--- src/design/ssrp_consts.svh ---
// constants of the sensor serial register port: addresses, indices, fields, timing
`ifndef SSRP_CONSTS_SVH
`define SSRP_CONSTS_SVH

// two-wire slave address and the address bytes it answers to
`define SSRP_I2C_SLAVE_ADDR 7'h1E
`define SSRP_I2C_ADDR_WR    {`SSRP_I2C_SLAVE_ADDR, 1'b0}
`define SSRP_I2C_ADDR_RD    {`SSRP_I2C_SLAVE_ADDR, 1'b1}

// register indices
`define SSRP_IDX_MEAS_CFG   6'h00
`define SSRP_IDX_GAIN_CFG   6'h01
`define SSRP_IDX_MODE       6'h02
`define SSRP_IDX_RES_FIRST  6'h03
`define SSRP_IDX_RES_LAST   6'h08
`define SSRP_IDX_STATUS     6'h09
`define SSRP_IDX_ID_A       6'h0A
`define SSRP_IDX_ID_B       6'h0B
`define SSRP_IDX_ID_C       6'h0C

// reset values
`define SSRP_MEAS_CFG_RST   8'h00
`define SSRP_GAIN_CFG_RST   8'h00
`define SSRP_MODE_RST       8'h01

// mode register fields
`define SSRP_MODE_CONT      2'h0
`define SSRP_MODE_SINGLE    2'h1
`define SSRP_MODE_3W_BIT    2

// status register fields
`define SSRP_STAT_LOCK_BIT  1
`define SSRP_STAT_RDY_BIT   0

// timing
`define SSRP_CLK_KHZ        50000
`define SSRP_POWERUP_MS     56
`define SSRP_POWERUP_CYCLES (`SSRP_POWERUP_MS * `SSRP_CLK_KHZ)

`endif

--- src/design/ssrp_pkg.sv ---
// types of the sensor serial register port
package ssrp_pkg;

  // two-wire slave sequencer states
  typedef enum logic [5:0] {
    SSRP_I2C_IDLE  = 6'b000001,
    SSRP_I2C_ADDR  = 6'b000010,
    SSRP_I2C_ACK   = 6'b000100,
    SSRP_I2C_WDATA = 6'b001000,
    SSRP_I2C_RDATA = 6'b010000,
    SSRP_I2C_RACK  = 6'b100000
  } ssrp_i2c_state_t;

  typedef logic [7:0] ssrp_byte_t;
  typedef logic [5:0] ssrp_idx_t;

endpackage

--- src/design/ssrp_acc_if.sv ---
// register access carrier between the bus front end and the register file
`timescale 1ns/1ps
`default_nettype none

interface ssrp_acc_if;
  import ssrp_pkg::*;

  logic       ptr_load;
  ssrp_idx_t  ptr_val;
  logic       wr;
  logic       rd;
  logic       adv;
  ssrp_byte_t wdata;
  ssrp_byte_t rdata;
  logic       three_wire;

  modport front (output ptr_load, output ptr_val, output wr, output rd, output adv, output wdata,
                 input rdata, input three_wire);
  modport regs  (input ptr_load, input ptr_val, input wr, input rd, input adv, input wdata,
                 output rdata, output three_wire);
endinterface

`default_nettype wire

--- src/design/ssrp_top.sv ---
// sensor serial register port: two-wire and spi slave front end over the register file
`timescale 1ns/1ps
`default_nettype none
`include "ssrp_consts.svh"

module ssrp_top
  import ssrp_pkg::*;
#(
  parameter int POWERUP_CYCLES = `SSRP_POWERUP_CYCLES
)(
  input  wire logic        core_clk_i,
  input  wire logic        rst_i,
  input  wire logic        spi_select_i,
  input  wire logic        scl_i,
  input  wire logic        sda_i,
  output var  logic        sda_o,
  output var  logic        sda_oe_n_o,
  input  wire logic        spi_cs_n_i,
  input  wire logic        spi_sck_i,
  input  wire logic        spi_sdi_i,
  output var  logic        spi_sdi_o,
  output var  logic        spi_sdi_oe_n_o,
  output var  logic        spi_sdo_o,
  output var  logic        spi_sdo_oe_n_o,
  input  wire logic        meas_valid_i,
  input  wire logic [15:0] meas_x_i,
  input  wire logic [15:0] meas_y_i,
  input  wire logic [15:0] meas_z_i,
  output var  logic        meas_trigger_o,
  output var  logic        cont_mode_o,
  output var  logic        result_ready_pin_o,
  output var  logic [7:0]  meas_config_o,
  output var  logic [7:0]  gain_config_o
);

  //--------------------------------------------------------------------------
  // pin synchronisers and edge detection
  //--------------------------------------------------------------------------

  logic [5:0] sync1_r;
  logic [5:0] sync2_r;
  logic [5:0] prev_r;
  logic [5:0] pins;
  logic       scl_h, sda_h, cs_h, sck_h, sdi_h, spi_mode;
  logic       scl_rise, scl_fall, sda_rise, sda_fall, sck_rise, sck_fall;
  logic       i2c_start, i2c_stop;

  assign pins = {spi_select_i, spi_sdi_i, spi_sck_i, spi_cs_n_i, sda_i, scl_i};

  // two flops per pin, a third copy for edges
  always_ff @(posedge core_clk_i)
  begin
    if (rst_i)
    begin
      sync1_r <= 6'h3F;
      sync2_r <= 6'h3F;
      prev_r  <= 6'h3F;
    end
    else
    begin
      sync1_r <= pins;
      sync2_r <= sync1_r;
      prev_r  <= sync2_r;
    end
  end

  assign {spi_mode, sdi_h, sck_h, cs_h, sda_h, scl_h} = sync2_r;
  assign scl_rise  = scl_h & ~prev_r[0];
  assign scl_fall  = ~scl_h & prev_r[0];
  assign sda_rise  = sda_h & ~prev_r[1];
  assign sda_fall  = ~sda_h & prev_r[1];
  assign sck_rise  = sck_h & ~prev_r[3];
  assign sck_fall  = ~sck_h & prev_r[3];
  assign i2c_start = sda_fall & scl_h & prev_r[0];
  assign i2c_stop  = sda_rise & scl_h & prev_r[0];

  //--------------------------------------------------------------------------
  // two-wire slave sequencer
  //--------------------------------------------------------------------------

  ssrp_i2c_state_t i2c_st_r,    i2c_st_nxt;
  ssrp_byte_t      i2c_sh_r,    i2c_sh_nxt;
  logic [3:0]      i2c_cnt_r,   i2c_cnt_nxt;
  logic            i2c_rw_r,    i2c_rw_nxt;
  logic            i2c_first_r, i2c_first_nxt;
  logic            i2c_more_r,  i2c_more_nxt;
  logic            i2c_rel_r,   i2c_rel_nxt;
  logic            i2c_load, i2c_wr, i2c_rd;

  ssrp_acc_if acc ();

  // bits are taken on scl rise, the slave changes sda only on scl fall
  always_comb
  begin
    i2c_st_nxt    = i2c_st_r;
    i2c_sh_nxt    = i2c_sh_r;
    i2c_cnt_nxt   = i2c_cnt_r;
    i2c_rw_nxt    = i2c_rw_r;
    i2c_first_nxt = i2c_first_r;
    i2c_more_nxt  = i2c_more_r;
    i2c_rel_nxt   = i2c_rel_r;
    i2c_load      = 1'b0;
    i2c_wr        = 1'b0;
    i2c_rd        = 1'b0;
    if (spi_mode)
    begin
      i2c_st_nxt  = SSRP_I2C_IDLE;
      i2c_rel_nxt = 1'b1;
    end
    else if (i2c_start)
    begin
      i2c_st_nxt    = SSRP_I2C_ADDR;
      i2c_cnt_nxt   = 4'h0;
      i2c_first_nxt = 1'b1;
      i2c_rel_nxt   = 1'b1;
    end
    else if (i2c_stop)
    begin
      i2c_st_nxt  = SSRP_I2C_IDLE;
      i2c_rel_nxt = 1'b1;
    end
    else
    begin
      unique case (i2c_st_r)
        SSRP_I2C_IDLE: ;
        SSRP_I2C_ADDR, SSRP_I2C_WDATA:
        begin
          if (scl_rise && i2c_cnt_r != 4'h8)
          begin
            i2c_sh_nxt  = {i2c_sh_r[6:0], sda_h};
            i2c_cnt_nxt = 4'(i2c_cnt_r + 4'h1);
          end
          else if (scl_fall && i2c_cnt_r == 4'h8)
          begin
            if (i2c_st_r == SSRP_I2C_ADDR)
            begin
              if (i2c_sh_r == `SSRP_I2C_ADDR_WR || i2c_sh_r == `SSRP_I2C_ADDR_RD)
              begin
                i2c_rw_nxt  = i2c_sh_r[0];
                i2c_rel_nxt = 1'b0;
                i2c_st_nxt  = SSRP_I2C_ACK;
              end
              else
                i2c_st_nxt = SSRP_I2C_IDLE;
            end
            else
            begin
              i2c_load      = i2c_first_r;
              i2c_wr        = ~i2c_first_r;
              i2c_first_nxt = 1'b0;
              i2c_rel_nxt   = 1'b0;
              i2c_st_nxt    = SSRP_I2C_ACK;
            end
          end
        end
        SSRP_I2C_ACK:
        begin
          if (scl_fall)
          begin
            i2c_cnt_nxt = 4'h0;
            if (i2c_rw_r)
            begin
              i2c_rd      = 1'b1;
              i2c_sh_nxt  = acc.rdata;
              i2c_rel_nxt = acc.rdata[7];
              i2c_st_nxt  = SSRP_I2C_RDATA;
            end
            else
            begin
              i2c_rel_nxt = 1'b1;
              i2c_st_nxt  = SSRP_I2C_WDATA;
            end
          end
        end
        SSRP_I2C_RDATA:
        begin
          if (scl_rise)
            i2c_cnt_nxt = 4'(i2c_cnt_r + 4'h1);
          else if (scl_fall && i2c_cnt_r == 4'h8)
          begin
            i2c_rel_nxt = 1'b1;
            i2c_st_nxt  = SSRP_I2C_RACK;
          end
          else if (scl_fall)
            i2c_rel_nxt = i2c_sh_r[~i2c_cnt_r[2:0]];
        end
        SSRP_I2C_RACK:
        begin
          if (scl_rise)
            i2c_more_nxt = ~sda_h;
          else if (scl_fall && i2c_more_r)
          begin
            i2c_cnt_nxt = 4'h0;
            i2c_rd      = 1'b1;
            i2c_sh_nxt  = acc.rdata;
            i2c_rel_nxt = acc.rdata[7];
            i2c_st_nxt  = SSRP_I2C_RDATA;
          end
          else if (scl_fall)
            i2c_st_nxt = SSRP_I2C_IDLE;
        end
      endcase
    end
  end

  // two-wire register stage
  always_ff @(posedge core_clk_i)
  begin
    if (rst_i)
    begin
      i2c_st_r    <= SSRP_I2C_IDLE;
      i2c_sh_r    <= 8'h00;
      i2c_cnt_r   <= 4'h0;
      i2c_rw_r    <= 1'b0;
      i2c_first_r <= 1'b0;
      i2c_more_r  <= 1'b0;
      i2c_rel_r   <= 1'b1;
    end
    else
    begin
      i2c_st_r    <= i2c_st_nxt;
      i2c_sh_r    <= i2c_sh_nxt;
      i2c_cnt_r   <= i2c_cnt_nxt;
      i2c_rw_r    <= i2c_rw_nxt;
      i2c_first_r <= i2c_first_nxt;
      i2c_more_r  <= i2c_more_nxt;
      i2c_rel_r   <= i2c_rel_nxt;
    end
  end

  //--------------------------------------------------------------------------
  // spi slave
  //--------------------------------------------------------------------------

  logic [2:0] spi_cnt_r,   spi_cnt_nxt;
  logic       spi_cmd_r,   spi_cmd_nxt;
  logic       spi_rw_r,    spi_rw_nxt;
  logic       spi_inc_r,   spi_inc_nxt;
  logic       spi_fetch_r, spi_fetch_nxt;
  ssrp_byte_t spi_sh_r,    spi_sh_nxt;
  ssrp_byte_t spi_tx_r,    spi_tx_nxt;
  logic       spi_out_r,   spi_out_nxt;
  logic       spi_drv_r,   spi_drv_nxt;
  logic       spi_load, spi_wr, spi_rd;
  ssrp_idx_t  spi_idx;
  ssrp_byte_t spi_byte;

  assign spi_idx  = {spi_sh_r[4:0], sdi_h};
  assign spi_byte = {spi_sh_r[6:0], sdi_h};

  // sample on sck rise, drive on sck fall, all framed by chip select
  always_comb
  begin
    spi_cnt_nxt   = spi_cnt_r;
    spi_cmd_nxt   = spi_cmd_r;
    spi_rw_nxt    = spi_rw_r;
    spi_inc_nxt   = spi_inc_r;
    spi_fetch_nxt = 1'b0;
    spi_sh_nxt    = spi_sh_r;
    spi_tx_nxt    = spi_tx_r;
    spi_out_nxt   = spi_out_r;
    spi_drv_nxt   = spi_drv_r;
    spi_load      = 1'b0;
    spi_wr        = 1'b0;
    spi_rd        = 1'b0;
    if (!spi_mode || cs_h)
    begin
      spi_cnt_nxt = 3'h0;
      spi_cmd_nxt = 1'b0;
      spi_drv_nxt = 1'b0;
    end
    else
    begin
      if (spi_fetch_r)
      begin
        spi_rd     = 1'b1;
        spi_tx_nxt = acc.rdata;
      end
      if (sck_rise)
      begin
        spi_sh_nxt  = spi_byte;
        spi_cnt_nxt = 3'(spi_cnt_r + 3'h1);
        if (spi_cnt_r == 3'h7 && !spi_cmd_r)
        begin
          spi_cmd_nxt   = 1'b1;
          spi_rw_nxt    = spi_sh_r[6];
          spi_inc_nxt   = spi_sh_r[5];
          spi_load      = 1'b1;
          spi_fetch_nxt = spi_sh_r[6];
        end
        else if (spi_cnt_r == 3'h7)
        begin
          spi_fetch_nxt = spi_rw_r;
          spi_wr        = ~spi_rw_r;
        end
      end
      if (sck_fall && spi_cmd_r && spi_rw_r)
      begin
        spi_drv_nxt = 1'b1;
        spi_out_nxt = spi_tx_r[~spi_cnt_r];
      end
    end
  end

  // spi register stage
  always_ff @(posedge core_clk_i)
  begin
    if (rst_i)
    begin
      spi_cnt_r   <= 3'h0;
      spi_cmd_r   <= 1'b0;
      spi_rw_r    <= 1'b0;
      spi_inc_r   <= 1'b0;
      spi_fetch_r <= 1'b0;
      spi_sh_r    <= 8'h00;
      spi_tx_r    <= 8'h00;
      spi_out_r   <= 1'b0;
      spi_drv_r   <= 1'b0;
    end
    else
    begin
      spi_cnt_r   <= spi_cnt_nxt;
      spi_cmd_r   <= spi_cmd_nxt;
      spi_rw_r    <= spi_rw_nxt;
      spi_inc_r   <= spi_inc_nxt;
      spi_fetch_r <= spi_fetch_nxt;
      spi_sh_r    <= spi_sh_nxt;
      spi_tx_r    <= spi_tx_nxt;
      spi_out_r   <= spi_out_nxt;
      spi_drv_r   <= spi_drv_nxt;
    end
  end

  //--------------------------------------------------------------------------
  // shared register access and pins
  //--------------------------------------------------------------------------

  // only one front end issues accesses at a time
  assign acc.ptr_load = spi_mode ? spi_load : i2c_load;
  assign acc.ptr_val  = spi_mode ? spi_idx : i2c_sh_r[5:0];
  assign acc.wr       = spi_mode ? spi_wr : i2c_wr;
  assign acc.rd       = spi_mode ? spi_rd : i2c_rd;
  assign acc.adv      = spi_mode ? spi_inc_r : 1'b1;
  assign acc.wdata    = spi_mode ? spi_byte : i2c_sh_r;

  ssrp_regfile #(
    .POWERUP_CYCLES (POWERUP_CYCLES)
  ) u_regs (
    .core_clk_i         (core_clk_i),
    .rst_i              (rst_i),
    .acc                (acc.regs),
    .meas_valid_i       (meas_valid_i),
    .meas_x_i           (meas_x_i),
    .meas_y_i           (meas_y_i),
    .meas_z_i           (meas_z_i),
    .meas_trigger_o     (meas_trigger_o),
    .cont_mode_o        (cont_mode_o),
    .result_ready_pin_o (result_ready_pin_o),
    .meas_config_o      (meas_config_o),
    .gain_config_o      (gain_config_o)
  );

  // open-drain data line and the two spi output routes
  assign sda_o          = 1'b0;
  assign sda_oe_n_o     = i2c_rel_r;
  assign spi_sdo_o      = spi_out_r;
  assign spi_sdi_o      = spi_out_r;
  assign spi_sdo_oe_n_o = ~(spi_drv_r & ~acc.three_wire);
  assign spi_sdi_oe_n_o = ~(spi_drv_r & acc.three_wire);

endmodule

`default_nettype wire

--- src/design/ssrp_regfile.sv ---
// register file: pointer, configuration, mode, result lock and power-up trigger
`timescale 1ns/1ps
`default_nettype none
`include "ssrp_consts.svh"

module ssrp_regfile
  import ssrp_pkg::*;
#(
  parameter int         POWERUP_CYCLES = `SSRP_POWERUP_CYCLES,
  parameter ssrp_byte_t ID_A_VAL       = 8'h5A, // arbitrary identification value
  parameter ssrp_byte_t ID_B_VAL       = 8'h5B, // arbitrary identification value
  parameter ssrp_byte_t ID_C_VAL       = 8'h5C  // arbitrary identification value
)(
  input  wire logic        core_clk_i,
  input  wire logic        rst_i,
  ssrp_acc_if.regs         acc,
  input  wire logic        meas_valid_i,
  input  wire logic [15:0] meas_x_i,
  input  wire logic [15:0] meas_y_i,
  input  wire logic [15:0] meas_z_i,
  output var  logic        meas_trigger_o,
  output var  logic        cont_mode_o,
  output var  logic        result_ready_pin_o,
  output var  logic [7:0]  meas_config_o,
  output var  logic [7:0]  gain_config_o
);

  ssrp_byte_t  meas_cfg_r, meas_cfg_nxt;
  ssrp_byte_t  gain_cfg_r, gain_cfg_nxt;
  ssrp_byte_t  mode_r,     mode_nxt;
  ssrp_byte_t  res_r [6];
  ssrp_byte_t  res_nxt [6];
  logic [5:0]  rd_mask_r,  rd_mask_nxt;
  logic        rdy_r,      rdy_nxt;
  ssrp_idx_t   ptr_r,      ptr_nxt;
  logic        trig_r,     trig_nxt;
  logic [31:0] pu_cnt_r,   pu_cnt_nxt;
  logic        pu_done_r,  pu_done_nxt;
  logic        locked;
  logic        in_res;
  logic [2:0]  res_sel;
  logic [47:0] meas_word;

  assign locked    = (|rd_mask_r) & ~(&rd_mask_r);
  assign in_res    = (ptr_r >= `SSRP_IDX_RES_FIRST) && (ptr_r <= `SSRP_IDX_RES_LAST);
  assign res_sel   = 3'(ptr_r - `SSRP_IDX_RES_FIRST);
  assign meas_word = {meas_x_i, meas_z_i, meas_y_i};

  // read data of the pointed register
  always_comb
  begin
    acc.rdata = 8'h00;
    unique case (ptr_r)
      `SSRP_IDX_MEAS_CFG: acc.rdata = meas_cfg_r;
      `SSRP_IDX_GAIN_CFG: acc.rdata = gain_cfg_r;
      `SSRP_IDX_MODE:     acc.rdata = mode_r;
      `SSRP_IDX_STATUS:   acc.rdata = {6'h00, locked, rdy_r};
      `SSRP_IDX_ID_A:     acc.rdata = ID_A_VAL;
      `SSRP_IDX_ID_B:     acc.rdata = ID_B_VAL;
      `SSRP_IDX_ID_C:     acc.rdata = ID_C_VAL;
      default:            acc.rdata = in_res ? res_r[res_sel] : 8'h00;
    endcase
  end

  assign acc.three_wire = mode_r[`SSRP_MODE_3W_BIT];

  // next state of pointer, registers, lock and trigger
  always_comb
  begin
    meas_cfg_nxt = meas_cfg_r;
    gain_cfg_nxt = gain_cfg_r;
    mode_nxt     = mode_r;
    res_nxt      = res_r;
    rd_mask_nxt  = rd_mask_r;
    rdy_nxt      = rdy_r;
    ptr_nxt      = ptr_r;
    trig_nxt     = 1'b0;
    pu_cnt_nxt   = pu_cnt_r;
    pu_done_nxt  = pu_done_r;
    // power-up delay, then the default single measurement
    if (!pu_done_r)
    begin
      pu_cnt_nxt = pu_cnt_r + 32'h1;
      if (pu_cnt_r == 32'(POWERUP_CYCLES - 1))
      begin
        pu_done_nxt = 1'b1;
        trig_nxt    = (mode_r[1:0] == `SSRP_MODE_SINGLE);
      end
    end
    // new results only when none or all six have been read
    if (meas_valid_i && !locked)
    begin
      for (int i = 0; i < 6; i++)
        res_nxt[i] = meas_word[47 - 8 * i -: 8];
      rd_mask_nxt = 6'h00;
    end
    if (acc.ptr_load)
      ptr_nxt = acc.ptr_val;
    if (acc.wr)
    begin
      unique case (ptr_r)
        `SSRP_IDX_MEAS_CFG:
        begin
          meas_cfg_nxt = acc.wdata;
          rd_mask_nxt  = 6'h00;
        end
        `SSRP_IDX_GAIN_CFG: gain_cfg_nxt = acc.wdata;
        `SSRP_IDX_MODE:
        begin
          mode_nxt    = acc.wdata;
          rd_mask_nxt = 6'h00;
          trig_nxt    = (acc.wdata[1:0] == `SSRP_MODE_SINGLE);
        end
        default: ;
      endcase
    end
    if (acc.rd && in_res)
      rd_mask_nxt[res_sel] = 1'b1;
    if ((acc.rd || acc.wr) && acc.adv)
      ptr_nxt = (ptr_r == `SSRP_IDX_RES_LAST) ? `SSRP_IDX_RES_FIRST : 6'(ptr_r + 6'h1);
    // ready clears once all six are read; a load in the same cycle wins
    if (&rd_mask_nxt)
      rdy_nxt = 1'b0;
    if (meas_valid_i && !locked)
      rdy_nxt = 1'b1;
  end

  // register stage
  always_ff @(posedge core_clk_i)
  begin
    if (rst_i)
    begin
      meas_cfg_r <= `SSRP_MEAS_CFG_RST;
      gain_cfg_r <= `SSRP_GAIN_CFG_RST;
      mode_r     <= `SSRP_MODE_RST;
      for (int i = 0; i < 6; i++)
        res_r[i] <= 8'h00;
      rd_mask_r  <= 6'h00;
      rdy_r      <= 1'b0;
      ptr_r      <= 6'h00;
      trig_r     <= 1'b0;
      pu_cnt_r   <= 32'h0;
      pu_done_r  <= 1'b0;
    end
    else
    begin
      meas_cfg_r <= meas_cfg_nxt;
      gain_cfg_r <= gain_cfg_nxt;
      mode_r     <= mode_nxt;
      res_r      <= res_nxt;
      rd_mask_r  <= rd_mask_nxt;
      rdy_r      <= rdy_nxt;
      ptr_r      <= ptr_nxt;
      trig_r     <= trig_nxt;
      pu_cnt_r   <= pu_cnt_nxt;
      pu_done_r  <= pu_done_nxt;
    end
  end

  assign meas_trigger_o     = trig_r;
  assign cont_mode_o        = (mode_r[1:0] == `SSRP_MODE_CONT);
  assign result_ready_pin_o = rdy_r;
  assign meas_config_o      = meas_cfg_r;
  assign gain_config_o      = gain_cfg_r;

endmodule

`default_nettype wire

--- config.mk ---
export PLATFORM = sky130hd
export DESIGN_NAME = ssrp_top
export DESIGN_NICKNAME = d
export VERILOG_FILES = /design/src/design/ssrp_pkg.sv /design/src/design/ssrp_acc_if.sv /design/src/design/ssrp_top.sv /design/src/design/ssrp_regfile.sv
export VERILOG_INCLUDE_DIRS = /design/src /design/src/design
export SDC_FILE = /design/constraint.sdc
export NUM_CORES = 1
export LEC_CHECK = 0
export BUFFER_PORTS_ARGS = -buffer_cell sky130_fd_sc_hd__buf_2
export CORE_MARGIN = 2
export CORE_UTILIZATION = 54
export DETAILED_ROUTE_END_ITERATION = 10
export GPL_ROUTABILITY_DRIVEN = 0
export PLACE_DENSITY = 0.8
export SKIP_CTS_REPAIR_TIMING = 1
export SYNTH_ARGS = -nofsm -noshare
export SYNTH_HDL_FRONTEND = slang
export SYNTH_HIERARCHICAL = 1
export SYNTH_SLANG_ARGS = --single-unit
export TNS_END_PERCENT = 50
--- constraint.sdc ---
create_clock -name core_clk_i -period 2.65 [get_ports core_clk_i]
set_input_delay 0.265 -clock core_clk_i [delete_from_list [all_inputs] [get_ports core_clk_i]]
set_output_delay 0.265 -clock core_clk_i [all_outputs]
set_load 0.05 [all_outputs]
==> results.md <==
- Outcome: completed
- Critical path data arrival time: 2880 ps
- Power Dens Cells: 550.8 nW/um^2
- Reg2reg start: i2c_st_r[3]$_SDFFE_PP0P_
- Leak: 3.908 nW
- Critical Path RT: 2960 ps
- Final setup violation count: 0
- Slew HR: 50.86%
- Total clock sinks: 180
- Post-Syn Nets: 1104
- Die area: 17220 um^2
- Initial antenna violation count: 0
- Synth Area in XOR/XNOR: 3.206%
- DP Wirelength: 15490 um
- Largest net degree at the start of global routing: 59
- Cell variety after synth: 78
- CP Capture Type: flip-flop
- Residual DRC: 0
- Initial drt markers: 685
- Chip width: 131.2 um
- Clock Path Buffers: 2
- Crit-path max FO: 5
- Ports: 82
- Vias in the first global route: 7370
- Max-slew violation count: 0
- Clk slew on worst S/H paths: 70 ps
- Diodes inserted: 0
- Final #Nets: 1187
- #FFs+latches synth: 180
- Psw: 1.298 mW
- Critical path startpoint category: flip-flop
- Critical Path Start: i2c_st_r[3]$_SDFFE_PP0P_
- Worst R2R Setup Slack: 80 ps
- Hold/Removal Path Class: in -> reg
- Post-synth ARST share: 0%
- Post-synthesis simple-gate area fraction: 27.52%
- Sequential share of the synthesized area: 41.22%
- Mux cell area share after synthesis: 8.086%
- Area grow syn2layout: 16.27%
- CTS tree: built
- TritonRoute pass-1 iters: 5
- Synth Area in Adders: 1.288%
- Avg Cell Area, Syn: 8.422 um^2
- CTS Root Cell: clkbuf_16
- DR vias/cell: 5.795
- WL per Instance: 16.23 um
- Gate power share: 4.8%
- H-tree depth: 4
- Vias: 7823
- Mapped cell area: 8742 um^2
- Peak supply drop: 0.5613 mV
- GRT overflow: 0
- Ys Warns: 6
- Maxcap violations: 0
- EDFF count, synth: 0
- Post-place instance area: 9527 um^2
- Syn Inst Count: 1038
- Clk pwr share: 45.3%
- Int Pwr: 4.301 mW
- Max Clock Freq: 389.7 MHz
- Hold Crit Depth: 2
- RSZ-0062 raised after global routing: true
- Fin area: 10160 um^2
- Least-Margin Pin Slew: 737.1 ps
- Die height: 131.2 um
- Total CTS buffers: 17
- Final wirelength: 21920 um
- Worst setup path endpoint: u_regs/result_ready_pin_o$_SDFFE_PP0P_
- Fin. Hold Viols: 0
- Fin crit share: 96.84%
- Core area: 15830 um^2
- Clock Skew: 6.353 ps
- First-pass GRT wire length: 36210 um
- Largest family of logic cells by synthesized area: simple AND/OR/NAND/NOR gates
- Starting density of the core: 55.23%
- Clk_lat worst skew: 430 ps
- Final design utilization: 64.22%
- Critical R2R Capture: u_regs/result_ready_pin_o$_SDFFE_PP0P_
- Worst Reg-to-Reg Cells: 10
- Leading cell type in the layout, fill and taps excluded: dfxtp_1
- Global-route usage over all layers: 25.62%
- Fin crit period: 2566 ps
- Main synth FF type: dfxtp_1
- Port bufs: 80
- Row count: 46
- Most frequent cells in the layout: dfxtp_1, nand2_1, nor2_1
- Switch share: 23.19%
- Post-route ant nets: 0
- Post-synthesis compound-gate area fraction: 14.07%
- Kind of critical path: reg -> reg
- TNS Setup: 0 ps
- Layout cells sized above 1: 20.81%
- Sequential power share: 49.9%
-- layer usage --
metal  track usage [%]  share of wire (%)
met2             42.28                 48
met1             32.63                 43
met4             9.360                2.5
met5                 0                  0
met3             6.366                6.5
-- worst min path at each step --
stage / startpoint / to
floorplan: scl_i / sync1_r[0]$_SDFF_PP1_
global placement: sync1_r[4]$_SDFF_PP1_ / sync2_r[4]$_SDFF_PP1_
detailed placement: sync1_r[4]$_SDFF_PP1_ / sync2_r[4]$_SDFF_PP1_
CTS: spi_sdi_i / sync1_r[4]$_SDFF_PP1_
global route: sda_i / sync1_r[1]$_SDFF_PP1_
finish: spi_sdi_i / sync1_r[4]$_SDFF_PP1_
-- state kept, by name, summed over array words and instances (netlist names), 7 cells and up --
| name | flops |
|---|---|
| i2c_sh_r | 8 |
| u_regs/meas_config_o | 8 |
| u_regs/gain_config_o | 8 |
| u_regs/res_r | 48 |
| spi_sh_r | 7 |
| u_regs/pu_cnt_r | 32 |
| spi_tx_r | 8 |
| u_regs/mode_r | 8 |
-- synth_stat cells (7+ instances only) --
library cell	instances	area, um^2
dfxtp_1	180	3603
nand2_1	174	653.1
nor2_1	97	364.1
a21oi_1	95	475.5
clkbuf_1	51	191.4
nand3_1	51	255.2
mux2i_1	38	380.4
nand4_1	22	137.6
nor3_1	22	110.1
o21ai_0	21	105.1
inv_1	18	67.56
xnor2_1	16	140.1
xor2_1	16	140.1
nand2b_1	15	93.84
or2_2	15	93.84
buf_2	13	65.06
nand3b_1	11	82.58
nor2b_1	11	68.82
mux4_2	10	225.2
ha_1	9	112.6
mux2_2	8	90.09
nor4_1	8	50.05
a22oi_1	7	52.55
a311oi_1	7	61.31
-- final cells by class --
type / instances / area (um^2)
fillers: 1286 / 5663
repair buffers: 137 / 843.3
flip-flops and latches: 180 / 3607
clock buffers: 20 / 446.7
multi-input cells: 767 / 4783
well taps: 216 / 270.3
inverters: 18 / 71.32
clock inverters: 12 / 142.6
-- per-stage QoR --
stage / hold slack, ps / worst slack, ps / std cells / total power [mW]
after global placement: 392.1 / 67.67 / 1315 / 3.112
after floorplan: 368.8 / -139.3 / 1038 / 3.017
after detailed placement: 397.3 / 12.26 / 1315 / 3.117
after global routing: 8.264 / -81.84 / 1350 / 5.780
after CTS: 7.958 / -47.24 / 1347 / 5.630
final: 19.62 / 83.79 / 1350 / 5.599
-- power by group through the flow --
stage	registers [mW]	clock network, mW	logic [mW]
after global routing	2.80	2.68	0.298
after floorplan	2.85	0	0.168
after CTS	2.79	2.57	0.266
after detailed placement	2.85	0	0.263
after global placement	2.85	0	0.260
final	2.80	2.54	0.266
-- worst max-delay path, cell delays in order (launching register included) --
cell and delay [ps]:
dfxtp_2 340, nor4_4 360, nand2_2 120, nor3_2 110, a22o_1 220, or3b_4 410
a211oi_4 270, buf_4 190, nand4_1 120, a21boi_0 220, o22ai_1 100
-- cells by family (layout without fill, tap and decap cells) --
group	after synthesis	count (layout)
buf+inv	91	187
mux	57	57
other cells	1	1
compound gates	189	189
fa+ha+maj	9	9
simple gates	479	479
xor+xnor	32	32
flops	180	180
No activity file was read; power rests on OpenSTA's default activity.
